### src/inc/bsad_pkg.sv
// Package of constants and carrier types for boot section address decode
// How it works
// - Small variant fuses pick 128..1024-word boot
// - Large variant fuses pick boot start 0x1F80..0x1C00
// - Application ends below boot; reset vector equals start
// - Small variant concurrent section fixed 0x000-0xBFF
// - Large variant concurrent section fixed 0x0000-0x1BFF
// - Small variant: 12-bit counter, 32-word pages
// - Large variant: counter top bit 12, 64-word pages
// - Pointer is byte address, word bit n at n+1
// - Page number from pointer 12:6 or 13:7
// - Buffer word from pointer 5:1 or 6:1
// - Pointer bits above flash range are ignored
// - Load uses pointer bit 0 as byte select
// - Programmed fuse reads zero, unprogrammed reads one
// - During erase/write only blocking section is readable
package bsad_pkg;

  localparam int unsigned ADDR_W = 13;
  localparam int unsigned PTR_W  = 16;
  localparam int unsigned PAGE_W = 7;
  localparam int unsigned WIDX_W = 6;

  // Boot section starts, indexed by fuse pair
  localparam logic [12:0] BOOT_START_SMALL_11 = 13'h0F80;
  localparam logic [12:0] BOOT_START_SMALL_10 = 13'h0F00;
  localparam logic [12:0] BOOT_START_SMALL_01 = 13'h0E00;
  localparam logic [12:0] BOOT_START_SMALL_00 = 13'h0C00;
  localparam logic [12:0] BOOT_START_LARGE_11 = 13'h1F80;
  localparam logic [12:0] BOOT_START_LARGE_10 = 13'h1F00;
  localparam logic [12:0] BOOT_START_LARGE_01 = 13'h1E00;
  localparam logic [12:0] BOOT_START_LARGE_00 = 13'h1C00;
  localparam logic [12:0] ONE_WORD            = 13'h0001;

  // Fixed split between concurrent and blocking read sections
  localparam logic [12:0] BLOCKING_START_SMALL = 13'h0C00;
  localparam logic [12:0] BLOCKING_START_LARGE = 13'h1C00;
  localparam logic [12:0] FLASH_TOP_SMALL      = 13'h0FFF;
  localparam logic [12:0] FLASH_TOP_LARGE      = 13'h1FFF;
  localparam int unsigned CONCURRENT_PAGES_SMALL = 96;
  localparam int unsigned CONCURRENT_PAGES_LARGE = 112;
  localparam int unsigned BLOCKING_PAGES_SMALL   = 32;
  localparam int unsigned BLOCKING_PAGES_LARGE   = 16;

  // Field positions
  localparam int unsigned COUNTER_TOP_BIT_SMALL         = 11;
  localparam int unsigned COUNTER_TOP_BIT_LARGE         = 12;
  localparam int unsigned IN_PAGE_TOP_BIT_SMALL         = 4;
  localparam int unsigned IN_PAGE_TOP_BIT_LARGE         = 5;
  localparam int unsigned POINTER_COUNTER_TOP_BIT_SMALL = 12;
  localparam int unsigned POINTER_COUNTER_TOP_BIT_LARGE = 13;
  localparam int unsigned POINTER_IN_PAGE_TOP_BIT_SMALL = 5;
  localparam int unsigned POINTER_IN_PAGE_TOP_BIT_LARGE = 6;

  // Reset values and blocked-load byte
  localparam logic [1:0]  FUSE_RESET    = 2'h3;
  localparam logic [7:0]  BLOCKED_BYTE  = 8'hFF;
  localparam logic [12:0] ADDR_RESET    = 13'h0000;
  localparam logic [15:0] WORD_RESET    = 16'h0000;

  typedef enum logic [1:0] {
    BSAD_OP_FILL,
    BSAD_OP_ERASE,
    BSAD_OP_WRITE,
    BSAD_OP_REENABLE
  } bsad_op_t;

  typedef enum logic [1:0] {
    BSAD_IDLE,
    BSAD_ERASING,
    BSAD_WRITING
  } bsad_state_t;

  typedef struct packed {
    logic             valid;
    bsad_op_t         op;
    logic [PTR_W-1:0] ptr;
    logic [15:0]      data;
  } bsad_store_t;

  typedef struct packed {
    logic             valid;
    logic [PTR_W-1:0] ptr;
  } bsad_load_t;

  typedef struct packed {
    logic [ADDR_W-1:0] boot_start;
    logic [ADDR_W-1:0] app_end;
    logic [ADDR_W-1:0] reset_vector;
  } bsad_sect_t;

endpackage

### src/hw/bsad_boot_decode.sv
// Boot section, read section and pointer decode for flash self-programming
module bsad_boot_decode
  import bsad_pkg::*;
#(
  parameter bit LARGE = 1'b0
) (
  // Clock, reset and enable
  input  wire logic              clock,
  input  wire logic              rst_n,
  input  wire logic              clk_en,
  // Boot size fuse cells (pins)
  input  wire logic              boot_size_sel_hi,
  input  wire logic              boot_size_sel_lo,
  // CPU store and load requests
  input  wire bsad_store_t       store_in,
  input  wire bsad_load_t        load_in,
  // CPU instruction fetch check
  input  wire logic              fetch_req,
  input  wire logic [ADDR_W-1:0] fetch_addr,
  // Flash array answers
  input  wire logic [15:0]       flash_rdata,
  input  wire logic              flash_done,
  // Section decode results
  output bsad_sect_t             sect_out,
  output logic [1:0]             fuse_read,
  output logic [ADDR_W-1:0]      blocking_start,
  // Fetch answer
  output logic                   fetch_ok,
  output logic                   fetch_in_boot,
  // Page buffer fill
  output logic                   buf_we,
  output logic [WIDX_W-1:0]      buf_word,
  output logic [15:0]            buf_wdata,
  // Page operations
  output logic                   pg_erase,
  output logic                   pg_write,
  output logic [PAGE_W-1:0]      pg_num,
  output logic                   op_busy,
  output logic                   rww_busy,
  output logic                   store_refused,
  // Flash read for loads
  output logic                   flash_rd,
  output logic [ADDR_W-1:0]      flash_raddr,
  output logic                   load_valid,
  output logic [7:0]             load_byte
);

  localparam logic [ADDR_W-1:0] BLOCK_START = LARGE ? BLOCKING_START_LARGE : BLOCKING_START_SMALL;

  // Boot start from fuse pair
  function automatic logic [ADDR_W-1:0] boot_start_of(input logic [1:0] sel);
    logic [ADDR_W-1:0] r;
    r = ADDR_RESET;
    if (LARGE) begin
      case (sel)
        2'h3:    r = BOOT_START_LARGE_11;
        2'h2:    r = BOOT_START_LARGE_10;
        2'h1:    r = BOOT_START_LARGE_01;
        default: r = BOOT_START_LARGE_00;
      endcase
    end else begin
      case (sel)
        2'h3:    r = BOOT_START_SMALL_11;
        2'h2:    r = BOOT_START_SMALL_10;
        2'h1:    r = BOOT_START_SMALL_01;
        default: r = BOOT_START_SMALL_00;
      endcase
    end
    return r;
  endfunction

  // Word address from byte pointer; bits above range dropped
  function automatic logic [ADDR_W-1:0] word_of(input logic [PTR_W-1:0] p);
    logic [ADDR_W-1:0] r;
    r = ADDR_RESET;
    if (LARGE) begin
      r = p[POINTER_COUNTER_TOP_BIT_LARGE:1];
    end else begin
      r = {1'b0, p[POINTER_COUNTER_TOP_BIT_SMALL:1]};
    end
    return r;
  endfunction

  // Concurrent read section membership
  function automatic logic in_concurrent(input logic [ADDR_W-1:0] a);
    return a < BLOCK_START;
  endfunction

  logic [1:0]        fuse_sync;
  bsad_state_t       state_reg;
  bsad_state_t       state_next;
  logic              lock_reg;
  logic              load_pend_reg;
  logic              load_sel_reg;
  logic              load_block_reg;
  logic [ADDR_W-1:0] boot_start_w;
  logic [PAGE_W-1:0] store_page;
  logic [WIDX_W-1:0] store_widx;
  logic [ADDR_W-1:0] load_word;
  logic              start_erase;
  logic              start_write;
  logic              reenable;
  logic              refuse;

  bsad_sync3 #(
    .W     (2),
    .RESET (FUSE_RESET)
  ) u_fuse_sync (
    .clock    (clock),
    .rst_n    (rst_n),
    .clk_en   (clk_en),
    .async_in ({boot_size_sel_hi, boot_size_sel_lo}),
    .sync_out (fuse_sync)
  );

  assign boot_start_w = boot_start_of(fuse_sync);
  assign load_word    = word_of(load_in.ptr);

  // Page and word fields of the pointer
  always_comb begin
    if (LARGE) begin
      store_page = store_in.ptr[POINTER_COUNTER_TOP_BIT_LARGE:POINTER_IN_PAGE_TOP_BIT_LARGE+1];
      store_widx = store_in.ptr[POINTER_IN_PAGE_TOP_BIT_LARGE:1];
    end else begin
      store_page = store_in.ptr[POINTER_COUNTER_TOP_BIT_SMALL:POINTER_IN_PAGE_TOP_BIT_SMALL+1];
      store_widx = {1'b0, store_in.ptr[POINTER_IN_PAGE_TOP_BIT_SMALL:1]};
    end
  end

  // Command qualification
  always_comb begin
    start_erase = 1'b0;
    start_write = 1'b0;
    reenable    = 1'b0;
    refuse      = 1'b0;
    if (store_in.valid) begin
      if (state_reg != BSAD_IDLE) begin
        refuse = 1'b1;
      end else begin
        case (store_in.op)
          BSAD_OP_ERASE:    start_erase = 1'b1;
          BSAD_OP_WRITE:    start_write = 1'b1;
          BSAD_OP_REENABLE: reenable    = 1'b1;
          default:          ;
        endcase
      end
    end
  end

  // Page operation sequencer
  always_comb begin
    state_next = state_reg;
    case (state_reg)
      BSAD_IDLE: begin
        if (start_erase) begin
          state_next = BSAD_ERASING;
        end else if (start_write) begin
          state_next = BSAD_WRITING;
        end
      end
      BSAD_ERASING: begin
        if (flash_done) begin
          state_next = BSAD_IDLE;
        end
      end
      BSAD_WRITING: begin
        if (flash_done) begin
          state_next = BSAD_IDLE;
        end
      end
      default: state_next = BSAD_IDLE;
    endcase
  end

  always_ff @(posedge clock or negedge rst_n) begin
    if (!rst_n) begin
      state_reg <= BSAD_IDLE;
    end else if (clk_en) begin
      state_reg <= state_next;
    end
  end

  // Concurrent section lock; a new erase or write wins over re-enable
  always_ff @(posedge clock or negedge rst_n) begin
    if (!rst_n) begin
      lock_reg <= 1'b0;
    end else if (clk_en) begin
      if (start_erase || start_write) begin
        lock_reg <= 1'b1;
      end else if (reenable) begin
        lock_reg <= 1'b0;
      end
    end
  end

  always_ff @(posedge clock or negedge rst_n) begin
    if (!rst_n) begin
      op_busy       <= 1'b0;
      rww_busy      <= 1'b0;
      store_refused <= 1'b0;
    end else if (clk_en) begin
      op_busy       <= (state_next != BSAD_IDLE);
      rww_busy      <= (start_erase || start_write) || (lock_reg && !reenable);
      store_refused <= refuse;
    end
  end

  // Section decode, refreshed every enabled cycle from the filtered fuses
  always_ff @(posedge clock or negedge rst_n) begin
    if (!rst_n) begin
      sect_out.boot_start   <= ADDR_RESET;
      sect_out.app_end      <= ADDR_RESET;
      sect_out.reset_vector <= ADDR_RESET;
      fuse_read             <= FUSE_RESET;
      blocking_start        <= ADDR_RESET;
    end else if (clk_en) begin
      sect_out.boot_start   <= boot_start_w;
      sect_out.app_end      <= boot_start_w - ONE_WORD;
      sect_out.reset_vector <= boot_start_w;
      fuse_read             <= fuse_sync;
      blocking_start        <= BLOCK_START;
    end
  end

  // Fetch check; fetches into the concurrent section blocked while it is locked
  always_ff @(posedge clock or negedge rst_n) begin
    if (!rst_n) begin
      fetch_ok      <= 1'b0;
      fetch_in_boot <= 1'b0;
    end else if (clk_en) begin
      fetch_ok      <= fetch_req && !(lock_reg && in_concurrent(fetch_addr));
      fetch_in_boot <= fetch_req && (fetch_addr >= boot_start_w);
    end
  end

  // Buffer fill; word field only, page bits are the page command's job
  always_ff @(posedge clock or negedge rst_n) begin
    if (!rst_n) begin
      buf_we    <= 1'b0;
      buf_word  <= '0;
      buf_wdata <= WORD_RESET;
    end else if (clk_en) begin
      buf_we <= store_in.valid && (state_reg == BSAD_IDLE) && (store_in.op == BSAD_OP_FILL);
      // Refused fills leave the held word and data alone
      if (store_in.valid && (state_reg == BSAD_IDLE) && (store_in.op == BSAD_OP_FILL)) begin
        buf_word  <= store_widx;
        buf_wdata <= store_in.data;
      end
    end
  end

  // Page erase and write strobes with page number
  // Word bits are not examined for write: software keeps them zero
  always_ff @(posedge clock or negedge rst_n) begin
    if (!rst_n) begin
      pg_erase <= 1'b0;
      pg_write <= 1'b0;
      pg_num   <= '0;
    end else if (clk_en) begin
      pg_erase <= start_erase;
      pg_write <= start_write;
      if (start_erase || start_write) begin
        pg_num <= store_page;
      end
    end
  end

  // Load stage one: issue flash read, remember byte select
  always_ff @(posedge clock or negedge rst_n) begin
    if (!rst_n) begin
      flash_rd       <= 1'b0;
      flash_raddr    <= ADDR_RESET;
      load_pend_reg  <= 1'b0;
      load_sel_reg   <= 1'b0;
      load_block_reg <= 1'b0;
    end else if (clk_en) begin
      flash_rd      <= load_in.valid && !(lock_reg && in_concurrent(load_word));
      load_pend_reg <= load_in.valid;
      if (load_in.valid) begin
        flash_raddr    <= load_word;
        load_sel_reg   <= load_in.ptr[0];
        load_block_reg <= lock_reg && in_concurrent(load_word);
      end
    end
  end

  // Load stage two: pick the byte of the returned word
  always_ff @(posedge clock or negedge rst_n) begin
    if (!rst_n) begin
      load_valid <= 1'b0;
      load_byte  <= 8'h00;
    end else if (clk_en) begin
      load_valid <= load_pend_reg;
      if (load_pend_reg) begin
        if (load_block_reg) begin
          load_byte <= BLOCKED_BYTE;
        end else if (load_sel_reg) begin
          load_byte <= flash_rdata[15:8];
        end else begin
          load_byte <= flash_rdata[7:0];
        end
      end
    end
  end

endmodule // bsad_boot_decode

### src/hw/bsad_sync3.sv
// Three-stage input synchroniser with agreement filter
module bsad_sync3
  import bsad_pkg::*;
#(
  parameter int unsigned      W     = 2,
  parameter logic [W-1:0]     RESET = '1
) (
  // Clock and reset
  input  wire logic         clock,
  input  wire logic         rst_n,
  input  wire logic         clk_en,
  // Asynchronous input and filtered output
  input  wire logic [W-1:0] async_in,
  output logic      [W-1:0] sync_out
);

  logic [W-1:0] s1_reg;
  logic [W-1:0] s2_reg;
  logic [W-1:0] s3_reg;

  always_ff @(posedge clock or negedge rst_n) begin
    if (!rst_n) begin
      s1_reg <= RESET;
      s2_reg <= RESET;
      s3_reg <= RESET;
    end else if (clk_en) begin
      s1_reg <= async_in;
      s2_reg <= s1_reg;
      s3_reg <= s2_reg;
    end
  end

  // Only stages two and three are compared; stage one may be metastable
  always_ff @(posedge clock or negedge rst_n) begin
    if (!rst_n) begin
      sync_out <= RESET;
    end else if (clk_en && (s2_reg == s3_reg)) begin
      sync_out <= s3_reg;
    end
  end

endmodule // bsad_sync3

### config.mk
export PLATFORM = sky130hd
export DESIGN_NAME = bsad_boot_decode
export DESIGN_NICKNAME = d
export VERILOG_FILES = /design/src/inc/bsad_pkg.sv /design/src/hw/bsad_boot_decode.sv /design/src/hw/bsad_sync3.sv
export SDC_FILE = /design/constraint.sdc
export NUM_CORES = 1
export LEC_CHECK = 0
export BUFFER_PORTS_ARGS = -buffer_cell sky130_fd_sc_hd__clkbuf_2
export CAP_MARGIN = 20
export CELL_PAD_IN_SITES_DETAIL_PLACEMENT = 1
export CELL_PAD_IN_SITES_GLOBAL_PLACEMENT = 1
export CORE_MARGIN = 3
export CORE_UTILIZATION = 37
export DETAILED_ROUTE_END_ITERATION = 8
export PLACE_DENSITY_LB_ADDON = 0.1
export SLEW_MARGIN = 20
export SYNTH_ARGS = -nofsm -noshare
export SYNTH_HDL_FRONTEND = slang
export SYNTH_SLANG_ARGS = --single-unit
### constraint.sdc
create_clock -name clock -period 4.3 [get_ports clock]
set_clock_uncertainty 0.15 [all_clocks]
set_input_delay 0.215 -clock clock [delete_from_list [all_inputs] [get_ports clock]]
set_output_delay 0.215 -clock clock [all_outputs]
set_load 0.05 [all_outputs]
==> flow_metrics.py <==
metrics = {
    "routing": {
        "postRouteAntennaNets": 0,
        "num_vias": 2878,
        "routed_via_density": 4.387,
        "dr.pass1.iters": 4,
        "drc_errors": 0,
        "drt-total-wl_um": 9682,
        "drt_iter0_markers": 83,
        "wl_per_cell_um": 14.76,
    },
    "critical_path": {
        "crit_path_start_kind": "flip-flop",
        "endpoint_kind": "flip-flop",
        "worstSetupPathType": "reg2reg",
        "cp_max_fo": 7,
        "cp.arrival_ps": 2150,
        "worstRegToRegCells": 5,
        "cp.required_ps": 4390,
        "ff2ff_setup_slack_ps": 2240,
    },
    "final_layout": {
        "largest_reg_flops": 16,
        "final_cell_mix": "clkbuf_2 (163), dfrtp_1 (71), dlygate4sd3_1 (49)",
        "nets": 611,
        "synthToLayoutAreaGrowth_pct": 34.91,
        "regMostFlops": "buf_wdata",
        "layout_commonest_cell": "clkbuf_2",
        "antenna_cells": 0,
        "reg_top3": "buf_wdata: 16 flops, flash_raddr: 12 flops, load_byte: 8 flops",
        "stdcell_area_sq_um": 5241,
        "drive_gt1_share_pct": 46.85,
        "instances_no_fill": 656,
    },
    "clock_tree": {
        "root_buffer": "clkbuf_8",
        "cts_tree": "done",
        "clkSlewWorstSetupHoldPaths_ps": 90,
        "cts.htree.levels": 3,
        "hold_buffers": 49,
        "clk_path_buf_depth": 2,
        "cts_resized": 0,
        "post-cts-setup-buffers": 0,
        "numCtsBuffers": 9,
        "numClockSinks": 81,
        "clk_latency_ps": 350,
    },
    "placed_design": {
        "dp_cells": 591,
        "place.gp.congestion": 0.7134,
        "dp_hpwl_um": 6720,
        "port_buffers": 164,
        "pre_cts_slack_ps": 2240,
        "place_area_sq_um": 4569,
    },
    "timing": {
        "final.min_clock_period_ps": 2062,
        "setup_viol": 0,
        "rsz0062_at_grt": "no",
        "fin_crit_sh_pct": 47.95,
        "hold_viol_final": 0,
        "tns_ps": 0,
        "worst_slew_pin_slew_ps": 736.5,
        "fin_ws_ps": 2238,
        "drv_slew": 0,
        "relSlewSlack_pct": 50.90,
        "fmax_mhz": 485.0,
    },
    "pwr": {
        "p_int_w": 0.001697,
        "p_clk_share_pct": 15.6,
        "share_seq_of_total_power_pct": 35.8,
        "power-per-cell-area_nw_per_um2": 617.7,
        "irDropWorstVdd_v": 0.0003602,
        "combPwrFrac_pct": 48.5,
        "p_switching_w": 0.001540,
        "switching_share_pct": 47.57,
        "p_leak_nw": 2.687,
    },
    "global_routing": {
        "grt_pass1_wl_um": 15080,
        "gr-usage-all-layers_pct": 16.35,
        "grt_max_degree": 82,
        "grt_pass1_vias": 2949,
        "grt-ovfl-total": 0,
        "antenna_found_initial": 0,
    },
    "floorplanning": {
        "die_area_sq_um": 11770,
        "die_y_um": 108.5,
        "core_area_sq_um": 10000,
        "die_w_um": 108.5,
        "rows": 36,
        "initial_core_util_pct": 38.85,
        "pin_count": 202,
    },
    "job": {
        "maxCapViolations": 0,
    },
    "hold_path": {
        "hold_depth": 3,
        "hold_class": "in2reg",
    },
    "synthesis": {
        "ys_types": 36,
        "syn_area_per_cell_sq_um": 12.07,
        "synthFlopType": "dfrtp_1",
        "synth-seq-cells": 81,
        "syn_inst": 322,
        "yosysSeqAreaShare_pct": 52.50,
        "syn_area_sq_um": 3885,
        "yosysWarnings": 0,
        "synth-async-reset-ratio_pct": 100.0,
        "synth_edf_count": 0,
    },
    "outcome": {
        "status": "complete, no violations",
    },
}
-- critical path: stages (launching register included) --
cell and delay (ps):
dfrtp_1 430, inv_1 90, ha_1 260, and3_4 260, o21a_1 420, mux2_4 340
-- per-layer routing --
layer	track usage, %	wire [um]	up-vias
met3	5.313	665	8
met1	18.93	3848	1376
met2	29.52	5076	100
met5	0	0	-
met4	3.336	92	0
li1	-	-	1394
-- Yosys cell counts, types with 2 or more instances --
| master | instances | share of area [%] |
|---|---|---|
| dfrtp_1 | 71 | 46 |
| buf_4 | 47 | 9.1 |
| mux2_4 | 26 | 10 |
| mux2_2 | 24 | 7.0 |
| nor2_1 | 20 | 1.9 |
| inv_1 | 18 | 1.7 |
| o21ai_0 | 18 | 2.3 |
| a21oi_1 | 12 | 1.5 |
| nand2_1 | 11 | 1.1 |
| dfstp_2 | 10 | 6.8 |
| mux2i_1 | 10 | 2.6 |
| ha_1 | 5 | 1.6 |
| nor2b_1 | 5 | 0.81 |
| buf_2 | 4 | 0.52 |
| clkbuf_1 | 4 | 0.39 |
| a31oi_1 | 3 | 0.48 |
| and2_1 | 3 | 0.48 |
| buf_6 | 3 | 0.87 |
| nand3_1 | 3 | 0.39 |
| nand3b_1 | 3 | 0.58 |
| a211oi_1 | 2 | 0.39 |
| nand2b_1 | 2 | 0.32 |
| nor3b_1 | 2 | 0.39 |
| nor4_1 | 2 | 0.32 |
| o21a_1 | 2 | 0.39 |
| o22ai_1 | 2 | 0.32 |
-- cell families (layout without fill, tap and decap cells) --
| kind of cell | after synthesis | count (layout) | share of synthesized area [%] |
|---|---|---|---|
| AO/OA/AOI/OAI | 42 | 42 | 6.055 |
| flip-flops | 81 | 81 | 52.50 |
| AND/OR/NAND/NOR | 57 | 57 | 7.568 |
| multiplexers | 60 | 60 | 19.58 |
| buffers and inverters | 76 | 248 | 12.59 |
| other | 1 | 30 | 0.09653 |
| adder cells (fa/ha/maj) | 5 | 5 | 1.610 |
-- power by group through the flow --
stage | clock network [W] | logic [W] | registers, W
floorplan | 0 | 0.000495 | 0.00187
global placement | 0 | 0.00152 | 0.00116
detailed placement | 0 | 0.00154 | 0.00117
CTS | 0.000532 | 0.00159 | 0.00116
global route | 0.000568 | 0.00166 | 0.00120
finish | 0.000506 | 0.00157 | 0.00116
-- path summary, 6_finish.rpt --
kind | from | end
worst max-delay path | state_reg[1] | pg_num[3]
worst min-delay path | flash_rdata[2] | load_byte[2]
worst max register to register | state_reg[1] | pg_num[3]
worst min register to register | fuse_read[1] | fuse_read[1]
max in group asynchronous | rst_n | buf_wdata[1]
min in group asynchronous | rst_n | load_byte[2]
-- stage by stage --
stage / power (W) / utilization (%) / hold WS (ps)
finish: 0.003237 / 52.41 / 27.08
global route: 0.003422 / 52.41 / 11.05
CTS: 0.003279 / 52.38 / 4.472
detailed placement: 0.002714 / 45.70 / 300.4
global placement: 0.002682 / 45.70 / 296.7
floorplan: 0.002365 / - / -230.6
-- cell type report --
| type | instances | area [sq um] |
|---|---|---|
| Tap cell | 133 | 166.4 |
| Fill cell | 1147 | 4758 |
| Clock inverter | 7 | 53.80 |
| Clock buffer | 9 | 123.9 |
| Timing Repair Buffer | 214 | 1325 |
| Inverter | 18 | 67.56 |
| Multi-Input combinational cell | 194 | 1465 |
| Sequential cell | 81 | 2039 |
Power figures use the tool's default switching activity.
